`src/rtl/lptimer_pkg.sv`:
```
`default_nettype none
package lptimer_pkg;
    // ****************************************************************
    // Register map
    // ****************************************************************
    localparam logic [7:0] ADDR_EVENT_FLAGS = 8'h00;
    localparam logic [7:0] ADDR_EVENT_FLAG_CLEAR = 8'h04;
    localparam logic [7:0] ADDR_EVENT_IRQ_ENABLE = 8'h08;
    localparam logic [7:0] ADDR_TIMER_CONFIG = 8'h0c;
    localparam logic [7:0] ADDR_TIMER_CONTROL = 8'h10;
    localparam logic [7:0] ADDR_COMPARE_VALUE = 8'h14;
    localparam logic [7:0] ADDR_RELOAD_VALUE = 8'h18;
    localparam logic [7:0] ADDR_COUNT_VALUE = 8'h1c;

    // ****************************************************************
    // Event flag bit positions
    // ****************************************************************
    localparam int EV_COMPARE_MATCH_FLAG = 0;
    localparam int EV_RELOAD_MATCH_FLAG = 1;
    localparam int EV_TRIG = 2;
    localparam int EV_COMPARE_WRITE_DONE = 3;
    localparam int EV_RELOAD_WRITE_DONE = 4;
    localparam int EV_UP = 5;
    localparam int EV_DOWN = 6;
    localparam int EV_W = 7;

    // ****************************************************************
    // Configuration and control fields
    // ****************************************************************
    localparam int CFG_CLKSEL = 0;
    localparam int CFG_TRIGGER_SOURCE_SELECT_LO = 13;
    localparam int CFG_TRGEN_LO = 17;
    localparam int CFG_TIMEOUT = 19;
    localparam int CFG_NONQUAD = 25;
    localparam int CFG_W = 26;
    localparam int CTRL_ON = 0;
    localparam int CTRL_CONT = 2;
    localparam int CTRL_W = 3;
    localparam int TRG_SRC_W = 8;

    localparam int CNT_W = 16;
    localparam logic [15:0] RST_RELOAD = 16'h0001;
    localparam logic [15:0] RST_ZERO = 16'h0000;
    localparam logic [1:0] TRGEN_RISE = 2'h1;
    localparam logic [1:0] TRGEN_FALL = 2'h2;
endpackage
`default_nettype wire

```
`src/rtl/lowpower_timer.sv`:
```
// Operation
// - Non-quadrature count runs between zero and reload, up or down.
// - In non-quadrature mode counter steps come from the two pulse inputs; which input rises sets direction.
// - Direction change sets up or down flag; interrupt when enabled.
// - Counter follows encoder position with no software action.
// - Both inputs high is ignored; counter holds.
// - With timeout on, a trigger edge resets and restarts the counter.
// - Reaching the timeout value without trigger gives a compare match.
// - Each event raises the interrupt when its enable is set.
// - Reload match raised at the boundary whatever the direction.
// - Up and down direction interrupts have separate enables.
// - Enable set on an already pending flag does not raise interrupt.
// - Compare match flag set when count equals compare value.
// - Reload match flag set when count equals reload value.
// - Trigger flag set on each valid trigger edge.
// - Write-done flags set once reload or compare write has landed.
// - Writing one to a clear bit clears its flag; zero does nothing.
`default_nettype none
module lowpower_timer
    import lptimer_pkg::*;
(
    input wire logic mclk,
    input wire logic sys_rst,
    input wire logic [7:0] reg_addr,
    input wire logic [31:0] reg_wdata,
    input wire logic reg_write,
    input wire logic reg_read,
    output logic [31:0] reg_rdata,
    input wire logic pulse_input_a,
    input wire logic pulse_input_b,
    input wire logic [7:0] trigger_in,
    output logic timer_irq
);
    typedef struct packed
    {
        logic [EV_W-1:0] flags;
        logic [EV_W-1:0] irq_en;
        logic [EV_W-1:0] armed;
        logic [CFG_W-1:0] cfg;
        logic [CTRL_W-1:0] ctrl;
        logic [CNT_W-1:0] compare;
        logic [CNT_W-1:0] reload;
        logic [CNT_W-1:0] count;
        logic dir_down;
        logic dir_known;
        logic trig_prev;
        logic cmp_pend;
        logic arr_pend;
        logic irq;
        logic [31:0] rdata;
    } timer_state_t;

    timer_state_t state;
    timer_state_t next_state;
    logic [9:0] pins_sync;
    logic step_up;
    logic step_down;

    // ****************************************************************
    // Helpers
    // ****************************************************************
    function automatic logic [31:0] widen16(input logic [CNT_W-1:0] v);
        widen16 = {16'h0000, v};
    endfunction

    function automatic logic hit(input logic [7:0] a, input logic [7:0] target);
        hit = (a == target);
    endfunction

    // Upward step that wraps to zero past the reload value
    function automatic logic [CNT_W-1:0] wrap_up(input logic [CNT_W-1:0] c,
        input logic [CNT_W-1:0] top);
        wrap_up = (c >= top) ? RST_ZERO : CNT_W'(c + 16'h0001);
    endfunction

    // ****************************************************************
    // Input conditioning
    // ****************************************************************
    pulse_sync u_sync
    (
        .mclk(mclk),
        .sys_rst(sys_rst),
        .async_in({trigger_in, pulse_input_b, pulse_input_a}),
        .sync_out(pins_sync)
    );

    nonquad_decoder u_dec
    (
        .mclk(mclk),
        .sys_rst(sys_rst),
        .pulse_a(pins_sync[0]),
        .pulse_b(pins_sync[1]),
        .step_up(step_up),
        .step_down(step_down)
    );

    // ****************************************************************
    // Kernel and register file
    // ****************************************************************
    logic timer_on;
    logic nonquad_enable;
    logic timeout_enable;
    logic [2:0] trigger_source_select;
    logic [1:0] trig_edge_sel;
    logic trig_level;
    logic trig_edge;
    logic [EV_W-1:0] ev;
    logic [EV_W-1:0] clr;
    logic [CNT_W-1:0] cnt_step;
    logic stepped;

    always_comb
    begin
        timer_on = state.ctrl[CTRL_ON];
        nonquad_enable = state.cfg[CFG_NONQUAD];
        timeout_enable = state.cfg[CFG_TIMEOUT];
        trigger_source_select = state.cfg[CFG_TRIGGER_SOURCE_SELECT_LO +: 3];
        trig_edge_sel = state.cfg[CFG_TRGEN_LO +: 2];
        trig_level = pins_sync[2 + 32'(trigger_source_select)];
        trig_edge = 1'b0;
        if (trig_edge_sel == TRGEN_RISE)
        begin
            trig_edge = trig_level && !state.trig_prev;
        end
        else if (trig_edge_sel == TRGEN_FALL)
        begin
            trig_edge = !trig_level && state.trig_prev;
        end
        else if (trig_edge_sel != 2'h0)
        begin
            trig_edge = trig_level != state.trig_prev;
        end
        ev = '0;
        clr = '0;
        next_state = state;
        // Idles low like the pins, so reset leaves no false edge
        next_state.trig_prev = trig_level;
        stepped = 1'b0;
        cnt_step = state.count;

        // Counting
        if (timer_on)
        begin
            if (nonquad_enable)
            begin
                if (step_up)
                begin
                    stepped = 1'b1;
                    cnt_step = wrap_up(state.count, state.reload);
                    if (state.dir_down || !state.dir_known)
                    begin
                        ev[EV_UP] = 1'b1;
                    end
                    next_state.dir_down = 1'b0;
                    next_state.dir_known = 1'b1;
                end
                else if (step_down)
                begin
                    stepped = 1'b1;
                    cnt_step = (state.count == RST_ZERO || state.count > state.reload)
                        ? state.reload : CNT_W'(state.count - 16'h0001);
                    if (!state.dir_down || !state.dir_known)
                    begin
                        ev[EV_DOWN] = 1'b1;
                    end
                    next_state.dir_down = 1'b1;
                    next_state.dir_known = 1'b1;
                end
            end
            else
            begin
                stepped = 1'b1;
                cnt_step = wrap_up(state.count, state.reload);
            end
            if (trig_edge)
            begin
                ev[EV_TRIG] = 1'b1;
                if (timeout_enable)
                begin
                    cnt_step = RST_ZERO;
                    stepped = 1'b1;
                end
            end
            if (stepped)
            begin
                next_state.count = cnt_step;
                // Only a change onto a value is an event, so a held count fires once
                ev[EV_COMPARE_MATCH_FLAG] = (cnt_step == state.compare) && (cnt_step != state.count);
                ev[EV_RELOAD_MATCH_FLAG] = (cnt_step == state.reload) && (cnt_step != state.count);
            end
        end
        else
        begin
            next_state.count = RST_ZERO;
            next_state.dir_known = 1'b0;
        end

        // Write completion lands one cycle after the bus write
        ev[EV_COMPARE_WRITE_DONE] = state.cmp_pend;
        ev[EV_RELOAD_WRITE_DONE] = state.arr_pend;
        next_state.cmp_pend = 1'b0;
        next_state.arr_pend = 1'b0;

        // Register writes
        if (reg_write)
        begin
            if (hit(reg_addr, ADDR_EVENT_FLAG_CLEAR))
            begin
                clr = reg_wdata[EV_W-1:0];
            end
            if (hit(reg_addr, ADDR_EVENT_IRQ_ENABLE))
            begin
                next_state.irq_en = reg_wdata[EV_W-1:0];
            end
            if (hit(reg_addr, ADDR_TIMER_CONFIG))
            begin
                next_state.cfg = reg_wdata[CFG_W-1:0];
            end
            if (hit(reg_addr, ADDR_TIMER_CONTROL))
            begin
                next_state.ctrl = reg_wdata[CTRL_W-1:0];
            end
            if (hit(reg_addr, ADDR_COMPARE_VALUE))
            begin
                next_state.compare = reg_wdata[CNT_W-1:0];
                next_state.cmp_pend = 1'b1;
            end
            if (hit(reg_addr, ADDR_RELOAD_VALUE))
            begin
                next_state.reload = reg_wdata[CNT_W-1:0];
                next_state.arr_pend = 1'b1;
            end
        end

        // Set wins over clear
        next_state.flags = (state.flags & ~clr) | ev;
        // A flag may drive the interrupt only if it was set while enabled
        next_state.armed = (state.armed & ~clr & state.irq_en) | (ev & state.irq_en);
        next_state.irq = |(next_state.armed & next_state.irq_en);

        // Read data
        next_state.rdata = '0;
        if (reg_read)
        begin
            case (reg_addr)
                ADDR_EVENT_FLAGS: next_state.rdata = {25'h0, state.flags};
                ADDR_EVENT_IRQ_ENABLE: next_state.rdata = {25'h0, state.irq_en};
                ADDR_TIMER_CONFIG: next_state.rdata = {6'h0, state.cfg};
                ADDR_TIMER_CONTROL: next_state.rdata = {29'h0, state.ctrl};
                ADDR_COMPARE_VALUE: next_state.rdata = widen16(state.compare);
                ADDR_RELOAD_VALUE: next_state.rdata = widen16(state.reload);
                ADDR_COUNT_VALUE: next_state.rdata = widen16(state.count);
                default: next_state.rdata = '0;
            endcase
        end
    end

    always_ff @(posedge mclk or posedge sys_rst)
    begin
        if (sys_rst)
        begin
            state <= '0;
            state.reload <= RST_RELOAD;
        end
        else
        begin
            state <= next_state;
        end
    end

    assign reg_rdata = state.rdata;
    assign timer_irq = state.irq;

    // ****************************************************************
    // Checks
    // ****************************************************************
    a_both_high_hold: assert property (@(posedge mclk) disable iff (sys_rst)
        (pins_sync[0] && pins_sync[1] && timer_on && nonquad_enable)
            |=> ##1 (!$past(timer_on) || !$past(nonquad_enable) || $past(trig_edge)
                || state.count == $past(state.count)))
        else $error("count moved with both inputs high");
    a_count_bounded: assert property (@(posedge mclk) disable iff (sys_rst)
        (timer_on && nonquad_enable && state.count <= state.reload)
            |=> (state.count <= state.reload || $changed(state.reload)))
        else $error("count left reload range");
    a_up_flag_set: assert property (@(posedge mclk) disable iff (sys_rst)
        (timer_on && nonquad_enable && step_up && state.dir_down) |=> state.flags[EV_UP])
        else $error("up flag missed");
    a_timeout_restart: assert property (@(posedge mclk) disable iff (sys_rst)
        (timer_on && timeout_enable && trig_edge) |=> (state.count == RST_ZERO))
        else $error("trigger did not restart count");
    a_trig_flag: assert property (@(posedge mclk) disable iff (sys_rst)
        (timer_on && trig_edge) |=> state.flags[EV_TRIG])
        else $error("trigger flag missed");
    a_arr_write_done: assert property (@(posedge mclk) disable iff (sys_rst)
        (reg_write && reg_addr == ADDR_RELOAD_VALUE) |-> ##2 state.flags[EV_RELOAD_WRITE_DONE])
        else $error("reload write-done missing");
    a_clear_works: assert property (@(posedge mclk) disable iff (sys_rst)
        (reg_write && reg_addr == ADDR_EVENT_FLAG_CLEAR && reg_wdata[EV_COMPARE_MATCH_FLAG] && !ev[EV_COMPARE_MATCH_FLAG])
            |=> !state.flags[EV_COMPARE_MATCH_FLAG])
        else $error("clear ignored");
    a_irq_needs_en: assert property (@(posedge mclk) disable iff (sys_rst)
        timer_irq |-> |($past(state.armed, 1) | state.armed))
        else $error("irq without armed flag");
    a_late_enable: assert property (@(posedge mclk) disable iff (sys_rst)
        (state.flags[EV_COMPARE_MATCH_FLAG] && !state.irq_en[EV_COMPARE_MATCH_FLAG] && !ev[EV_COMPARE_MATCH_FLAG])
            |=> !state.armed[EV_COMPARE_MATCH_FLAG])
        else $error("pending flag armed late");

    // Event and counting checks
    a_down_flag_set: assert property (@(posedge mclk) disable iff (sys_rst)
        (timer_on && nonquad_enable && step_down && !state.dir_down)
            |=> state.flags[EV_DOWN])
        else $error("down flag missed");
    a_reload_wrap: assert property (@(posedge mclk) disable iff (sys_rst)
        (timer_on && nonquad_enable && step_down && !trig_edge && state.count == RST_ZERO
            && state.reload != RST_ZERO) |=> state.flags[EV_RELOAD_MATCH_FLAG])
        else $error("reload match missed on down wrap");
    a_cmp_match: assert property (@(posedge mclk) disable iff (sys_rst)
        (timer_on && !nonquad_enable && !trig_edge && state.count < state.reload
            && CNT_W'(state.count + 16'h0001) == state.compare) |=> state.flags[EV_COMPARE_MATCH_FLAG])
        else $error("compare match missed");
    a_cmp_write_done: assert property (@(posedge mclk) disable iff (sys_rst)
        (reg_write && reg_addr == ADDR_COMPARE_VALUE) |-> ##2 state.flags[EV_COMPARE_WRITE_DONE])
        else $error("compare write-done missing");
    a_irq_armed: assert property (@(posedge mclk) disable iff (sys_rst)
        (|(state.armed & state.irq_en)) |-> timer_irq)
        else $error("armed flag without irq");
    a_step_exclusive: assert property (@(posedge mclk) disable iff (sys_rst)
        !(step_up && step_down))
        else $error("up and down step together");
    a_trig_no_restart: assert property (@(posedge mclk) disable iff (sys_rst)
        (timer_on && !timeout_enable && !nonquad_enable && trig_edge && state.count < state.reload)
            |=> (state.count == CNT_W'($past(state.count) + 16'h0001)))
        else $error("trigger restarted count without timeout");
endmodule
`default_nettype wire

```
`src/rtl/nonquad_decoder.sv`:
```
`default_nettype none
module nonquad_decoder
    import lptimer_pkg::*;
(
    input wire logic mclk,
    input wire logic sys_rst,
    input wire logic pulse_a,
    input wire logic pulse_b,
    output logic step_up,
    output logic step_down
);
    typedef struct packed
    {
        logic a_prev;
        logic b_prev;
        logic up;
        logic down;
    } dec_state_t;

    dec_state_t state;
    dec_state_t next_state;

    // ****************************************************************
    // Rising edge of one input while the other is low gives a step
    // ****************************************************************
    always_comb
    begin
        next_state.a_prev = pulse_a;
        next_state.b_prev = pulse_b;
        next_state.up = pulse_a && !state.a_prev && !pulse_b;
        next_state.down = pulse_b && !state.b_prev && !pulse_a;
    end

    always_ff @(posedge mclk or posedge sys_rst)
    begin
        if (sys_rst)
        begin
            state <= '0;
        end
        else
        begin
            state <= next_state;
        end
    end

    assign step_up = state.up;
    assign step_down = state.down;
endmodule
`default_nettype wire

```
`src/rtl/pulse_sync.sv`:
```
`default_nettype none
module pulse_sync
    import lptimer_pkg::*;
(
    input wire logic mclk,
    input wire logic sys_rst,
    input wire logic [9:0] async_in,
    output logic [9:0] sync_out
);
    typedef struct packed
    {
        logic [9:0] meta;
        logic [9:0] stable;
    } sync_state_t;

    sync_state_t state;
    sync_state_t next_state;

    // ****************************************************************
    // Two-flop synchroniser for pins
    // ****************************************************************
    always_comb
    begin
        next_state.meta = async_in;
        next_state.stable = state.meta;
    end

    always_ff @(posedge mclk or posedge sys_rst)
    begin
        if (sys_rst)
        begin
            state <= '0;
        end
        else
        begin
            state <= next_state;
        end
    end

    assign sync_out = state.stable;
endmodule
`default_nettype wire
```
`config.mk`:
```
export PLATFORM = sky130hd
export DESIGN_NAME = lowpower_timer
export DESIGN_NICKNAME = d
export VERILOG_FILES = /design/src/rtl/lptimer_pkg.sv /design/src/rtl/lowpower_timer.sv /design/src/rtl/nonquad_decoder.sv /design/src/rtl/pulse_sync.sv
export SDC_FILE = /design/constraint.sdc
export NUM_CORES = 1
export LEC_CHECK = 0
export BUFFER_PORTS_ARGS = -buffer_cell sky130_fd_sc_hd__buf_2
export CORE_MARGIN = 5
export CORE_UTILIZATION = 40
export CTS_CLUSTER_SIZE = 25
export DETAILED_ROUTE_END_ITERATION = 8
export PLACE_DENSITY_LB_ADDON = 0.05
export SLEW_MARGIN = 15
export SYNTH_ARGS = -nofsm -noshare
export SYNTH_HDL_FRONTEND = slang
export SYNTH_HIERARCHICAL = 1
export SYNTH_SLANG_ARGS = --single-unit
```
`constraint.sdc`:
```
create_clock -name mclk -period 5.95 [get_ports mclk]
set_input_delay 1.19 -clock mclk [delete_from_list [all_inputs] [get_ports mclk]]
set_output_delay 1.19 -clock mclk [all_outputs]
set_load 0.05 [all_outputs]
```
==> summary.txt, run 1 <==
Status
  • Outcome: complete, no violations

Placed design
  • Number of buffer cells added on primary ports: 74
  • Placer Congestion: 0.964
  • Pre-CTS setup slack: 564 ps
  • Post-detail-place hpwl: 26200 um

Cells and area
  • Multi-input logic area: approximately 5100 sq um
  • Area Growth Syn to Fin: 11.9%
  • Nets: 1139
  • Register area: 3850 sq um
  • Share of layout cells above drive strength 1: around 22%
  • Fillers: 2326
  • Antenna Cells: 0

Drt
  • Antenna viol nets, final: 0
  • DR WL/cell: 25.2 um
  • Via count: 8491
  • Number of remaining DRC errors: 0
  • DR vias/cell: 6.09
  • Final WL: 35100 um
  • Detailed Routing Iterations Pass 1: 5
  • Initial DRC Count: 836

Timing
  • Worst slew pin tran: 977 ps
  • Final Hold Violating Endpoints: 0
  • Max Clock Freq: 0.184 GHz
  • Relative max-transition margin: 34.3%
  • Setup TNS: 0 ps
  • Setup Viol. Count Final: 0
  • Period utilization: about nine tenths
  • Pins Over Slew Limit: 0
  • RSZ-0062 raised after global routing: false
  • Worst Skew: 20.9 ps
  • Final worst slack: 510 ps
  • Hold WS: 351 ps
  • Minimum clock period: 5440 ps

Pwr
  • PwrDens: 235 nW/um^2
  • P_int: 0.00175 W
  • Clock Power Share: between 40 and 50%
  • Sequential Power Share: 44.9%
  • Combinational power share: about a tenth
  • Pleak: 4.80 nW
  • Sw Ratio: 30.6%
  • Worst vdd ir: 0.170 mV
  • Tot Pwr: 0.00252 W
  • Sw power: 0.000771 W

Synthesis
  • Sequential share of the synthesized area: roughly 40%
  • Largest cells by area after synthesis: dfrtp_1 (40%), mux2_2 (6.9%), nand2_1 (3.9%)
  • Post-synthesis async set-or-reset flop share: 100%
  • Cell area after synthesis: about 9600 sq um
  • Synth Instances: 1022
  • Synth Flop Type: dfrtp_1
  • Synth top area share: around two fifths
  • Most common cell in the synthesized netlist: dfrtp_1
  • Synth cell count leaders: dfrtp_1 (153), nand2_1 (99), nor2_1 (66)
  • Largest area contributor in the netlist: dfrtp_1
  • Mean Syn Cell Area: 9.39 sq um
  • Post-synth EDFFs: 0
  • Yosys cell types: 95
  • #FFs+latches synth: 154
  • Count of warnings emitted by yosys: 6

CTS
  • Worst-Skew Late Latency: 440 ps
  • Post-CTS Hold Fix Bufs: 0
  • Setup Fix Bufs, Post-CTS: 0
  • CTS clock-pin slew for the worst setup and hold paths: 80 ps
  • Post-cts resize count: 0
  • CTS max path bufs: 2
  • Clock root buffer: clkbuf_16
  • H-tree depth reported by CTS: 4
  • Total CTS buffers: 17
  • CTS tree: done
  • CTS Sinks: between 150 and 200

Setup path
  • Crit start category: flip-flop
  • Worst EP arrival: 5780 ps
  • Critical setup path kind: flip-flop to flip-flop
  • Critical path peak fanout: 10
  • Worst path required time: 6290 ps
  • Worst Setup End Kind: flip-flop

Die
  • Die Wd: approximately 160 um
  • Die H: 165 um
  • Core area: 23500 sq um
  • Area of the die: approximately 27000 sq um
  • Std cell rows: 56
  • I/O pin count: 87
  • Initial Util: slightly above 40%

Min path
  • Worst hold path type: flip-flop to flip-flop

Global routing
  • Total grt overflow: 0
  • First-pass GRT wire length: 53000 um
  • Largest net degree at the start of global routing: 88
  • Vias in the first global route: roughly 8400
  • Total GRT Usage: 26.0%
  • Initial antenna violation count: 0

Run
  • Max-cap viol count: 0
state kept, by name, summed over array words and instances, names as in the netlist, 2 cells and up:
name	count
state	100
reg_rdata	26
ev	2
u_sync/sync_out	10
u_sync/next_state	10
u_dec/state	2
through the flow:
stage	cell area [sq um]	util [%]	instances
after floorplan	9620	-	1027
after global placement	10100	43.0	1363
after detailed placement	10100	43.0	1363
after CTS	10700	45.6	1395
after global routing	10700	45.6	1395
final	10700	45.6	1395
routing by layer:
layer / track usage [%] / vias to the layer above / wire [um]
met1: 34.9 / 4152 / 14700
met4: 11.6 / 0 / 1580
met2: 41.9 / 426 / 16300
li1: - / 3824 / -
met3: 3.49 / 89 / 2520
met5: 0 / - / 0
power by group through the flow:
stage | Sequential, W | Clock (W) | Combinational (W)
after floorplan | 0.00113 | 0 | 0.000176
after global placement | 0.00115 | 0 | 0.000254
after detailed placement | 0.00115 | 0 | 0.000255
after CTS | 0.00113 | 0.00115 | 0.000256
after global routing | 0.00114 | 0.00119 | 0.000280
final | 0.00113 | 0.00113 | 0.000257
worst max-delay path, cell delays in order (launching register included):
cell      delay [ps]
dfrtp_1          440
ha_1             400
mux4_2           320
mux2_2           270
nand2_1           70
o31a_1           220
inv_1             80
ha_1             170
nor2b_1          130
o21a_1           220
o21a_1           350
nor2_2           330
nand2_2          250
a41o_1           310
a221o_1          340
or4_1            550
nor4_1           310
and4_1           280
a41o_1           190
o21bai_1         130
path summary, 6_finish.rpt:
path                                            from                  to  slack, ps  depth (start not counted)
worst max-delay path                      state[103]           timer_irq        510                         19
worst min-delay path            u_sync/next_state[3]  u_sync/sync_out[3]        350                          0
worst max register to register            state[103]           timer_irq        510                         19
worst min register to register  u_sync/next_state[3]  u_sync/sync_out[3]        350                          0
max in group asynchronous                    sys_rst        reg_rdata[5]       3880                          3
min in group asynchronous                    sys_rst     u_dec/step_down        670                          2
layout make-up:
cell class / count / share of cell area, %
timing repair buffer: 107 / 5.76
sequential: 154 / 35.9
multi-input combinational: 747 / 47.6
clock inverter: 15 / 1.74
tap: 319 / 3.72
clock buffer: 17 / 3.96
inverter: 36 / 1.31
cell usage in the layout, fill, tap and decap left out, types with 15 or more instances in the layout:
| master | n |
|---|---|
| nor2_1 | 65 |
| ha_1 | 22 |
| nand2_1 | 99 |
| inv_1 | 34 |
| o21ai_0 | 51 |
| mux2_2 | 59 |
| nand3_1 | 25 |
| nor3_1 | 28 |
| dfrtp_1 | 153 |
| and3_1 | 16 |
| buf_2 | 74 |
| a21oi_1 | 45 |
| xnor2_1 | 21 |
| buf_4 | 33 |
| o22ai_1 | 15 |
| clkbuf_16 | 17 |
| a22oi_1 | 27 |
| a31oi_1 | 15 |
kinds of logic (layout without fill, tap and decap cells):
group,after synthesis,in the layout,synth area share (%)
mux,73,73,8.57
other cells,1,6,0.0391
compound gates,272,272,20.0
fa+ha+maj,22,22,2.87
buf+inv,126,175,6.77
simple gates,347,347,19.1
xor+xnor,27,27,2.46
flops,154,154,40.2
(Power assumes the default switching activity.)
==> run 2, diff against run 1 <==
==> constraint.sdc (replaced) <==
create_clock -name mclk -period 5.95 [get_ports mclk]
set_input_delay 0.8925 -clock mclk [delete_from_list [all_inputs] [get_ports mclk]]
set_output_delay 0.8925 -clock mclk [all_outputs]
set_load 0.05 [all_outputs]
==> summary.txt, run 2 (synthesis results as in run 1) <==
Drt
  • Antenna viol nets, final: 0 (unchanged)
  • DR vias/cell: 6.06 (-0.43%)
  • Initial DRC Count: 859 (+2.8%)
  • Final WL: 35000 um (-0.50%)
  • Detailed Routing Iterations Pass 1: 6 (+1)
  • Number of remaining DRC errors: 0 (unchanged)
  • DR WL/cell: 25.0 um (-0.93%)
  • Via count: 8491 (unchanged)

Min path
  • Worst hold path type: flip-flop to flip-flop

Timing
  • Pins Over Slew Limit: 0 (unchanged)
  • Relative max-transition margin: 31.7% (-2.6 points)
  • Setup TNS: 0 ps (unchanged)
  • Max Clock Freq: 0.187 GHz (+1.9%)
  • Worst Skew: 17.4 ps (-3.53 ps)
  • Hold WS: 347 ps (-4.87 ps)
  • RSZ-0062 raised after global routing: false
  • Period utilization: 89.8% (-1.7 points)
  • Minimum clock period: 5340 ps (-100 ps)
  • Worst slew pin tran: 1020 ps (+39.2 ps)
  • Setup Viol. Count Final: 0 (unchanged)
  • Final Hold Violating Endpoints: 0 (unchanged)

Die
  • Die Wd: 165 um (unchanged)
  • Initial Util: 40.8% (unchanged)
  • Core area: 23500 sq um (unchanged)
  • Area of the die: 27200 sq um (unchanged)
  • Std cell rows: 56 (unchanged)
  • Die H: 165 um (unchanged)
  • I/O pin count: 87 (unchanged)

Global routing
  • Total grt overflow: 0 (unchanged)
  • Initial antenna violation count: 0 (unchanged)
  • Largest net degree at the start of global routing: 95 (+8.0%)
  • Vias in the first global route: 8478 (+0.87%)
  • Total GRT Usage: 26.2% (+0.21 points)
  • First-pass GRT wire length: 53000 um (about the same)

CTS
  • Post-CTS Hold Fix Bufs: 0 (unchanged)
  • CTS clock-pin slew for the worst setup and hold paths: 80 ps (about the same)
  • Worst-Skew Late Latency: 430 ps (about the same)
  • Post-cts resize count: 0 (unchanged)
  • Clock root buffer: clkbuf_16
  • CTS max path bufs: 2 (unchanged)
  • CTS Sinks: 154 (unchanged)
  • H-tree depth reported by CTS: 4 (unchanged)
  • Total CTS buffers: 17 (unchanged)
  • CTS tree: done
  • Setup Fix Bufs, Post-CTS: 0 (unchanged)

Setup path
  • Worst Setup End Kind: flip-flop
  • CP startpoint: state[103]
  • Crit path to: timer_irq
  • Worst path required time: 6290 ps (about the same)
  • Reg2reg setup slack: 610 ps (+100 ps)
  • FF-to-FF End: timer_irq
  • Critical Path, Cell by Cell: ha_1, mux4_2, mux2_2, nand2_1, o31a_1, inv_1, ha_1, nor2b_1, o21a_1, o21a_1, nor2_2, nand2_2, a41o_1, a221o_1, or4_1, nor4_1, and4_1, a41o_1, o21bai_1
  • FF-to-FF Start: state[103]
  • Crit path largest cell delay: 560 ps (about the same)
  • Critical setup path kind: flip-flop to flip-flop
  • Crit-path slowest cell: or4_1
  • Reg2Reg Depth: 19 (unchanged)
  • Crit start category: flip-flop
  • Worst EP arrival: 5680 ps (-100 ps)
  • Critical path peak fanout: 6 (-4)

Cells and area
  • Area Growth Syn to Fin: 12.2%
  • Commonest cells after routing, fill and taps aside: dfrtp_1 (153), nand2_1 (99), buf_2 (74), nor2_1 (65), mux2_2 (59)
  • Nets: 1145 (+0.53%)
  • Fillers: 2386 (+2.6%)
  • Commonest non-fill, non-tap cell in the layout: dfrtp_1
  • Largest Register: state
  • Share of layout cells above drive strength 1: 22.3% (+0.43 points)
  • Number of flip-flops under the largest register name: 100 (unchanged)
  • Antenna Cells: 0 (unchanged)
  • Fin cells: 1401 (+0.43%)

Placed design
  • Post-detail-place hpwl: 26100 um (-0.28%)
  • Number of buffer cells added on primary ports: 74 (unchanged)
  • Post-Place Cells: 1369 (+0.44%)
  • Placer Congestion: 0.966 (+0.23%)

Status
  • Outcome: complete, no violations

Pwr
  • Tot Pwr: 0.00249 W (-1.3%)
  • Pleak: 4.82 nW (+0.34%)
  • PwrDens: 231 nW/um^2 (-1.6%)
  • Worst vdd ir: 0.215 mV (+26%)

Run
  • Max-cap viol count: 0 (unchanged)
## run 2: changes by cell type in the layout (fill, tap and decap cells not counted), moves of 2 or more
cell / before / now
inv_8: 4 / 6
clkinvlp_4: 0 / 2
inv_6: 5 / 2
buf_4: 33 / 39
## run 2: per-stage QoR
stage	worst slack (ps)	util (%)	instance area (sq um)
2_1_floorplan	1440	-	9620
3_3_place_gp	694	43.2	10200
3_5_place_dp	687	43.2	10200
4_1_cts	640	45.7	10800
5_1_grt	416	45.7	10800
6_report	610	45.7	10800
## run 2: worst min path at each step
stage,from,end,slack (ps),depth (start not counted)
after floorplan,u_sync/next_state[0],u_sync/sync_out[0],330,0
after global placement,u_sync/next_state[8],u_sync/sync_out[8],330,0
after detailed placement,u_sync/next_state[1],u_sync/sync_out[1],330,0
after CTS,u_sync/next_state[5],u_sync/sync_out[5],350,0
after global routing,u_sync/next_state[0],u_sync/sync_out[0],350,0
final,u_sync/next_state[0],u_sync/sync_out[0],350,0
## run 2: metal layers
| metal | wire length (um) | track usage, % | vias up |
|---|---|---|---|
| met2 | 16300 | 41.9 | 350 |
| met3 | 2100 | 3.82 | 99 |
| li1 | - | - | 3850 |
| met4 | 1680 | 12.9 | 0 |
| met1 | 14900 | 34.8 | 4192 |
| met5 | 0 | 0 | - |
## run 2: final cells by class
cell class / instances / area [sq um] / share of cell area [%]
multi-input combinational: 747 / 5110 / 47.5
sequential: 154 / 3850 / 35.8
timing repair buffer: 113 / 663 / 6.16
clock buffer: 17 / 425 / 3.95
tap: 319 / 399 / 3.71
clock inverter: 15 / 174 / 1.61
inverter: 36 / 140 / 1.30
## run 2: critical path: cells and delay by family, from the launching register on
kind	cells	cell delay, ps
buffers and inverters	1	100
flip-flops	1	450
multiplexers	2	580
AND/OR/NAND/NOR	7	1910
adder cells (fa/ha/maj)	2	570
AO/OA/AOI/OAI	7	1640
## run 2: power breakdown
group / switching, W / internal (W)
Clock: 0.000527 / 0.000567
Sequential: 0.0000440 / 0.00108
Combinational: 0.000171 / 0.0000936
